### config.mk
export PLATFORM = sky130hd
export DESIGN_NAME = roc_relay_output_conditioner
export DESIGN_NICKNAME = d
export VERILOG_FILES = /design/src/hw/roc_pkg.sv /design/src/hw/roc_relay_output_conditioner.sv
export SDC_FILE = /design/constraint.sdc
export NUM_CORES = 1
export LEC_CHECK = 0
export BUFFER_PORTS_ARGS = -buffer_cell sky130_fd_sc_hd__buf_2
export CORE_ASPECT_RATIO = 0.5
export CORE_MARGIN = 1.5
export CORE_UTILIZATION = 62
export DETAILED_ROUTE_END_ITERATION = 8
export GPL_ROUTABILITY_DRIVEN = 0
export PLACE_DENSITY_LB_ADDON = 0.08
export SLEW_MARGIN = 20
export SYNTH_ARGS = -nofsm -noshare
export SYNTH_HDL_FRONTEND = slang
export SYNTH_SLANG_ARGS = --single-unit
### constraint.sdc
create_clock -name clk -period 11.8 [get_ports clk]
set_clock_uncertainty 0.05 [all_clocks]
set_input_delay 0.59 -clock clk [delete_from_list [all_inputs] [get_ports clk]]
set_output_delay 0.59 -clock clk [all_outputs]
set_load 0.005 [all_outputs]
### src/hw/roc_pkg.sv
// Purpose: shared constants and carriers of the relay output conditioner
// Assumes: 20 MHz system clock, Avalon-MM register slave with 32-bit data
// Notes:   offsets are byte addresses, one aligned word per register
package roc_pkg;

	////////////////////////////////////////////////////////////////////////
	// clock and time base
	localparam int unsigned ROC_CLK_HZ        = 20_000_000;
	localparam int unsigned ROC_TICK_US       = 1000;
	localparam int unsigned ROC_TICK_CYCLES   =
		ROC_CLK_HZ / 1_000_000 * ROC_TICK_US;
	localparam logic [15:0] ROC_ASSERT_MAX_MS = 16'hea60;
	localparam logic [15:0] ROC_HOLD_MAX_MS   = 16'h270f;

	////////////////////////////////////////////////////////////////////////
	// register map
	localparam logic [4:0] ROC_OFS_SOURCE   = 5'h00;
	localparam logic [4:0] ROC_OFS_ASSERT   = 5'h04;
	localparam logic [4:0] ROC_OFS_HOLD     = 5'h08;
	localparam logic [4:0] ROC_OFS_LEVEL    = 5'h0c;
	localparam logic [4:0] ROC_OFS_FREQ_THD = 5'h10;
	localparam logic [4:0] ROC_OFS_CURR_THD = 5'h14;
	localparam logic [4:0] ROC_OFS_THRM_THD = 5'h18;
	localparam logic [4:0] ROC_OFS_STATUS   = 5'h1c;

	localparam int unsigned ROC_LEVEL_LOW_BIT   = 0;
	localparam int unsigned ROC_STAT_OUT_BIT    = 0;
	localparam int unsigned ROC_STAT_INFO_BIT   = 1;
	localparam int unsigned ROC_STAT_PEND_BIT   = 2;
	localparam int unsigned ROC_STAT_CNT_LSB    = 16;

	localparam logic [15:0] ROC_RST_DELAY = 16'h0000;
	localparam logic [15:0] ROC_RST_THD   = 16'hffff;
	localparam logic        ROC_RST_LOW   = 1'b0;

	////////////////////////////////////////////////////////////////////////
	// source select codes
	localparam logic [5:0] ROC_SRC_NONE    = 6'h00;
	localparam logic [5:0] ROC_SRC_FAULT   = 6'h01;
	localparam logic [5:0] ROC_SRC_RUNNING = 6'h02;
	localparam logic [5:0] ROC_SRC_FREQ    = 6'h03;
	localparam logic [5:0] ROC_SRC_CURR    = 6'h04;
	localparam logic [5:0] ROC_SRC_THERM   = 6'h05;
	localparam logic [5:0] ROC_SRC_FWD     = 6'h06;
	localparam logic [5:0] ROC_SRC_REV     = 6'h07;
	localparam logic [5:0] ROC_SRC_READY   = 6'h08;
	localparam logic [5:0] ROC_SRC_SET1    = 6'h09;
	localparam logic [5:0] ROC_SRC_SET2    = 6'h0a;
	localparam logic [5:0] ROC_SRC_SET3    = 6'h0b;
	localparam logic [5:0] ROC_SRC_LOSS1   = 6'h0c;
	localparam logic [5:0] ROC_SRC_PUMP1   = 6'h11;
	localparam logic [5:0] ROC_SRC_GEN0    = 6'h20;
	localparam int unsigned ROC_NUM_LOSS   = 5;
	localparam int unsigned ROC_NUM_PUMP   = 6;
	localparam int unsigned ROC_NUM_GEN    = 16;

	////////////////////////////////////////////////////////////////////////
	// carriers
	typedef struct packed {
		logic        read;
		logic        write;
		logic [4:0]  address;
		logic [3:0]  byteenable;
		logic [31:0] writedata;
	} roc_avs_req_s;

	typedef struct packed {
		logic [15:0] motorFreq;
		logic [15:0] motorCurrent;
		logic [15:0] motorThermal;
		logic [1:0]  paramSet;
		logic [4:0]  loopLoss;
		logic [5:0]  pumpCmd;
		logic        operatingFault;
		logic        driveRunning;
		logic        runForward;
		logic        runReverse;
		logic        ready;
		logic [15:0] genStatus;
	} roc_status_s;

endpackage : roc_pkg

### src/hw/roc_relay_output_conditioner.sv
// Purpose: conditions one relay output: source select, delays, polarity
// Assumes: status inputs come from logic on clk; registers over Avalon-MM
// Notes:   delays are counted in whole milliseconds of a derived tick
//
// Function
// - exactly one status source, or none, drives the relay; fault after reset
// - frequency, current and thermal flags come from threshold compares
// - parameter set one, two or three active are selectable sources
// - per-input live-zero current loop loss warnings are selectable sources
// - a rising information waits the assertion delay, 0 to 60000 ms
// - with the fault source the assertion delay is taken as zero
// - a level setting picks state 1 or state 0 for true information
// - with the fault source the active level is forced to state 1
// - a falling information waits the holding time, 0 to 9999 ms
// - with the fault source the holding time is taken as zero
//
// The register addresses and the Avalon-MM register port were chosen for this implementation.
module roc_relay_output_conditioner
	import roc_pkg::*;
#(
	parameter logic [15:0] TICK_CYCLES = 16'(ROC_TICK_CYCLES)
) (
	input  wire logic         clk,
	input  wire logic         resetn,
	input  wire roc_avs_req_s avsReq,
	output logic              avsWaitrequest,
	output logic [31:0]       avsReaddata,
	input  wire roc_status_s  driveStatus,
	output logic              relayOut
);

	////////////////////////////////////////////////////////////////////////
	// state
	typedef struct packed {
		logic [5:0]  srcSel;
		logic [15:0] assertDelay;
		logic [15:0] holdDelay;
		logic        activeLow;
		logic [15:0] freqThd;
		logic [15:0] currThd;
		logic [15:0] thermThd;
		logic        outActive;
		logic        relayOut;
		logic [15:0] msCnt;
		logic [15:0] tickCnt;
		logic        ack;
		logic [31:0] rdata;
	} roc_state_s;

	roc_state_s  cur;
	roc_state_s  next_cur;
	logic        rawInfo;
	logic        isFault;
	logic        pending;
	logic        msTick;
	logic [15:0] delayNow;
	logic        busReq;

	function automatic logic [31:0] mergeBytes(
		input logic [31:0] old,
		input logic [31:0] wd,
		input logic [3:0]  be
	);
		logic [31:0] res;
		res = old;
		for (int i = 0; i < 4; i++) begin
			if (be[i]) begin
				res[i*8 +: 8] = wd[i*8 +: 8];
			end
		end
		return res;
	endfunction : mergeBytes

	function automatic logic [15:0] clampMs(
		input logic [15:0] val,
		input logic [15:0] limit
	);
		return (val > limit) ? limit : val;
	endfunction : clampMs

	////////////////////////////////////////////////////////////////////////
	// source selection
	always_comb begin
		rawInfo = 1'b0;
		case (cur.srcSel)
			ROC_SRC_NONE: begin
				rawInfo = 1'b0;
			end
			ROC_SRC_FAULT: begin
				rawInfo = driveStatus.operatingFault;
			end
			ROC_SRC_RUNNING: begin
				rawInfo = driveStatus.driveRunning;
			end
			ROC_SRC_FREQ: begin
				rawInfo = driveStatus.motorFreq >= cur.freqThd;
			end
			ROC_SRC_CURR: begin
				rawInfo = driveStatus.motorCurrent >= cur.currThd;
			end
			ROC_SRC_THERM: begin
				rawInfo = driveStatus.motorThermal >= cur.thermThd;
			end
			ROC_SRC_FWD: begin
				rawInfo = driveStatus.runForward;
			end
			ROC_SRC_REV: begin
				rawInfo = driveStatus.runReverse;
			end
			ROC_SRC_READY: begin
				rawInfo = driveStatus.ready;
			end
			ROC_SRC_SET1: begin
				rawInfo = driveStatus.paramSet == 2'h1;
			end
			ROC_SRC_SET2: begin
				rawInfo = driveStatus.paramSet == 2'h2;
			end
			ROC_SRC_SET3: begin
				rawInfo = driveStatus.paramSet == 2'h3;
			end
			default: begin
				if (cur.srcSel >= ROC_SRC_LOSS1 &&
				    cur.srcSel < ROC_SRC_LOSS1 + 6'(ROC_NUM_LOSS)) begin
					rawInfo = driveStatus.loopLoss[
						3'(cur.srcSel - ROC_SRC_LOSS1)];
				end else if (cur.srcSel >= ROC_SRC_PUMP1 &&
				    cur.srcSel < ROC_SRC_PUMP1 + 6'(ROC_NUM_PUMP)) begin
					rawInfo = driveStatus.pumpCmd[
						3'(cur.srcSel - ROC_SRC_PUMP1)];
				end else if (cur.srcSel[5:4] == ROC_SRC_GEN0[5:4]) begin
					rawInfo = driveStatus.genStatus[cur.srcSel[3:0]];
				end
			end
		endcase
	end

	////////////////////////////////////////////////////////////////////////
	// delay and bus control
	assign isFault        = cur.srcSel == ROC_SRC_FAULT;
	assign pending        = rawInfo != cur.outActive;
	assign msTick         = pending && cur.tickCnt == TICK_CYCLES - 16'h0001;
	assign busReq         = avsReq.read | avsReq.write;
	assign avsWaitrequest = busReq & ~cur.ack;
	assign avsReaddata    = cur.rdata;
	assign relayOut       = cur.relayOut;

	always_comb begin
		next_cur     = cur;
		next_cur.ack = 1'b0;
		if (isFault) begin
			delayNow = 16'h0000;
		end else begin
			delayNow = rawInfo ? cur.assertDelay : cur.holdDelay;
		end
		if (!pending) begin
			next_cur.tickCnt = 16'h0000;
			next_cur.msCnt   = 16'h0000;
		end else if (delayNow == 16'h0000) begin
			next_cur.outActive = rawInfo;
			next_cur.tickCnt   = 16'h0000;
			next_cur.msCnt     = 16'h0000;
		end else if (msTick) begin
			next_cur.tickCnt = 16'h0000;
			if (cur.msCnt + 16'h0001 >= delayNow) begin
				next_cur.outActive = rawInfo;
				next_cur.msCnt     = 16'h0000;
			end else begin
				next_cur.msCnt = cur.msCnt + 16'h0001;
			end
		end else begin
			next_cur.tickCnt = cur.tickCnt + 16'h0001;
		end

		// one wait state per access; read data latched at the first edge
		if (busReq && !cur.ack) begin
			next_cur.ack   = 1'b1;
			next_cur.rdata = 32'h0000_0000;
			if (avsReq.write) begin
				case (avsReq.address)
					ROC_OFS_SOURCE: begin
						next_cur.srcSel = 6'(mergeBytes({26'h0, cur.srcSel},
							avsReq.writedata, avsReq.byteenable));
					end
					// out-of-range delays in bits 15:0 saturate; write bits 31:16 are dropped
					ROC_OFS_ASSERT: begin
						next_cur.assertDelay = clampMs(16'(mergeBytes(
							{16'h0, cur.assertDelay}, avsReq.writedata,
							avsReq.byteenable)), ROC_ASSERT_MAX_MS);
					end
					ROC_OFS_HOLD: begin
						next_cur.holdDelay = clampMs(16'(mergeBytes(
							{16'h0, cur.holdDelay}, avsReq.writedata,
							avsReq.byteenable)), ROC_HOLD_MAX_MS);
					end
					ROC_OFS_LEVEL: begin
						if (avsReq.byteenable[0]) begin
							next_cur.activeLow =
								avsReq.writedata[ROC_LEVEL_LOW_BIT];
						end
					end
					ROC_OFS_FREQ_THD: begin
						next_cur.freqThd = 16'(mergeBytes(32'(cur.freqThd),
							avsReq.writedata, avsReq.byteenable));
					end
					ROC_OFS_CURR_THD: begin
						next_cur.currThd = 16'(mergeBytes(32'(cur.currThd),
							avsReq.writedata, avsReq.byteenable));
					end
					ROC_OFS_THRM_THD: begin
						next_cur.thermThd = 16'(mergeBytes(32'(cur.thermThd),
							avsReq.writedata, avsReq.byteenable));
					end
					default: begin
					end
				endcase
			end else begin
				case (avsReq.address)
					ROC_OFS_SOURCE: begin
						next_cur.rdata[5:0] = cur.srcSel;
					end
					ROC_OFS_ASSERT: begin
						next_cur.rdata[15:0] = cur.assertDelay;
					end
					ROC_OFS_HOLD: begin
						next_cur.rdata[15:0] = cur.holdDelay;
					end
					ROC_OFS_LEVEL: begin
						next_cur.rdata[ROC_LEVEL_LOW_BIT] = cur.activeLow;
					end
					ROC_OFS_FREQ_THD: begin
						next_cur.rdata[15:0] = cur.freqThd;
					end
					ROC_OFS_CURR_THD: begin
						next_cur.rdata[15:0] = cur.currThd;
					end
					ROC_OFS_THRM_THD: begin
						next_cur.rdata[15:0] = cur.thermThd;
					end
					ROC_OFS_STATUS: begin
						next_cur.rdata[ROC_STAT_OUT_BIT]  = cur.relayOut;
						next_cur.rdata[ROC_STAT_INFO_BIT] = rawInfo;
						next_cur.rdata[ROC_STAT_PEND_BIT] = pending;
						next_cur.rdata[ROC_STAT_CNT_LSB +: 16] = cur.msCnt;
					end
					default: begin
					end
				endcase
			end
		end

		next_cur.relayOut = next_cur.outActive ^
			(next_cur.activeLow && next_cur.srcSel != ROC_SRC_FAULT);
	end

	////////////////////////////////////////////////////////////////////////
	// registers
	always_ff @(posedge clk or negedge resetn) begin
		if (!resetn) begin
			cur.srcSel      <= ROC_SRC_FAULT;
			cur.assertDelay <= ROC_RST_DELAY;
			cur.holdDelay   <= ROC_RST_DELAY;
			cur.activeLow   <= ROC_RST_LOW;
			cur.freqThd     <= ROC_RST_THD;
			cur.currThd     <= ROC_RST_THD;
			cur.thermThd    <= ROC_RST_THD;
			cur.outActive   <= 1'b0;
			cur.relayOut    <= 1'b0;
			cur.msCnt       <= 16'h0000;
			cur.tickCnt     <= 16'h0000;
			cur.ack         <= 1'b0;
			cur.rdata       <= 32'h0000_0000;
		end else begin
			cur <= next_cur;
		end
	end
endmodule : roc_relay_output_conditioner

==> out/metrics.yaml <==
outcome:
  status: "finished clean"
setup_path:
  crit-reg2reg-launch: "cur[149]"
  crit_slowest_cell: "dfrtp_1"
  max_stage_delay_ns: 0.65
  cp_num_cells: 18
  regToRegSetupSlack_ns: 6.26
  ff2ff_path_depth: 18
  critPathArrivalTime_ns: 5.84
  cp_top_family: "compound AO/OA/AOI/OAI gates"
  critPathRequiredTime_ns: 12.09
  startpoint_type: "flip-flop"
  cp_num_buf_inv: 2
  path_max_fanout: 27
  end_kind: "flip-flop"
  crit_top_cell: "nand2_1"
  criticalPathCategory: "flip-flop to flip-flop"
  rr_endpoint: "cur[53]"
  crit_chain: "inv_1 -> ha_1 -> and3_2 -> a32oi_1 -> nand3_1 -> a2111oi_2 -> a31oi_2 -> buf_4 -> mux2_4 -> nand2_1 -> ha_1 -> a2111oi_0 -> nand2_1 -> a21oi_1 -> o21a_1 -> nand2_1 -> or3_1 -> a211oi_1"
layout:
  layout_common_cells: "buf_2 (141), nand2_1 (132), dfrtp_1 (105)"
  diodes: 0
  design_area_sq_um: 11200
  final_common_cell: "buf_2"
  layout.nets: 1363
  drive_above_1_share_pct: 22.9
  area_growth_pct: 11.7
global_route:
  grt_pass1_vias: 8102
  overflow: 0
  grt_max_degree: 94
  grt_pass1_wl_um: 42500
  grt_antenna_before_repair: 0
  grtUsageTotal_pct: 32.5
synthesis:
  synth_area_per_cell_sq_um: 9.27
  synth_seq_cells: 154
  synth.distinct_cells: 71
  synth.largest_area_cell: "dfrtp_1"
  netlist_instances: 1080
  synth_edf_count: 0
  yosysSeqAreaShare_pct: 39.1
  netlist_area_sq_um: 10000
  ys_top_cells_by_area: "dfrtp_1 (26%), dfstp_2 (13%), ha_1 (8.9%)"
  async_flop_share_pct: 100
  yosys_warnings: 0
  syn_nets: 1278
  yosysTopAreaCellShare_pct: 26.2
  synth_top_flop_cell: "dfrtp_1"
die:
  start_util_pct: 64.3
  dieArea_sq_um: 17000
  io_pins: 161
  die_h_um: 92.9
  rows: 32
  chipWidth_um: 183
  coreArea_sq_um: 15600
sta:
  drv_slew: 0
  rsz0062_at_grt: "no"
  period_share_pct: 47.0
  setup_ws_ns: 6.26
  hold_viol: 0
  tns_ns: 0
  worstMarginPinSlew_ns: 1.02
  fmax_mhz: 180
  min_period_ns: 5.54
  timing.hold.ws_ns: 0.216
  setup_viol: 0
  relSlewSlack_pct: 31.3
clocking:
  post_cts_resized: 0
  path_clk_slew_ns: 0.07
  cts_setup_buffers: 0
  cts_tree: "yes"
  numCtsBuffers: 17
  insertion_delay_ns: 0.44
  clockBufferDepth: 2
  holdBufCountCts: 0
  cts.sinks: 154
  clock_tree.root_cell: "clkbuf_16"
  htree_levels: 4
power:
  leakagePower_uw: 0.00541
  power_density_nw_per_um2: 145
  peakVddDrop_v: 0.000134
detailed_routing:
  vias_per_cell: 6.29
  ant_nets: 0
  drcViolationCount: 0
  vias: 8686
  detail_route.iter0.violations: 1008
  wl_per_cell_um: 19.2
  wirelength_um: 26600
  drt_pass1_iterations: 8
placed_design:
  pre_cts_slack_ns: 6.05
  placed_cell_area_sq_um: 10600
  portBuffers: 142
  hpwl_um: 19400
flow_run:
  cap_violations: 0
min_path:
  hold_class: "input pin to asynchronous set/reset pin"
[power breakdown]
group	total, uW	switching [uW]	internal, uW
logic	405	235	170
clock network	561	230	331
registers	658	57.0	601
[cell usage after synthesis (14+ instances only)]
master	count
a211oi_1	15
a21oi_1	52
a22o_1	37
and3_1	14
buf_4	33
clkbuf_1	33
dfrtp_1	105
dfstp_2	49
ha_1	71
inv_1	71
mux2_2	23
mux2i_1	26
nand2_1	132
nand3_1	38
nor2_1	51
nor3_1	29
nor4_1	16
o21ai_0	82
xnor2_1	15
xor2_1	15
[cells by family (layout without fill, tap and decap cells)]
group	count (synthesis)	after routing	synth area share (%)
fa+ha+maj	71	71	8.87
buf+inv	154	252	7.43
mux	64	64	8.06
compound gates	267	267	17.6
xor+xnor	30	30	2.62
flops	154	154	39.1
simple gates	340	340	16.4
[flip-flops by register name (all words and copies together) (netlist names)]
name and flops:
cur 121, avsReaddata 32, relayOut 1
[worst max path at each step]
| stage | to | startpoint | slack, ns |
|---|---|---|---|
| 2_1_floorplan | cur[53] | cur[148] | 7.14 |
| 4_1_cts | cur[53] | cur[148] | 6.01 |
| 3_3_place_gp | cur[53] | cur[148] | 6.20 |
| 5_1_grt | cur[53] | cur[149] | 5.89 |
| 3_5_place_dp | cur[53] | cur[148] | 6.05 |
| 6_report | cur[53] | cur[149] | 6.26 |
[metal layers]
metal,GRT usage [%],wire length (um),vias up
met5,0,0,-
met4,8.95,462,0
met3,6.45,2350,46
met2,49.0,11600,423
met1,47.5,12100,4159
li1,-,-,4058
[through the flow]
stage	std cells	utilization (%)	power, uW
CTS	1382	71.8	1620
global placement	1350	67.9	1040
floorplan	1080	-	938
finish	1382	71.8	1620
detailed placement	1350	67.9	1060
global route	1382	71.8	1700
[layout make-up]
type / instances / area (sq um)
well taps: 204 / 255
clock buffers: 22 / 508
multi-input cells: 772 / 5370
inverters: 71 / 267
flip-flops and latches: 154 / 3920
clock inverters: 10 / 98.8
fillers: 1205 / 4390
repair buffers: 149 / 769
No activity file was read; power rests on OpenSTA's default activity.
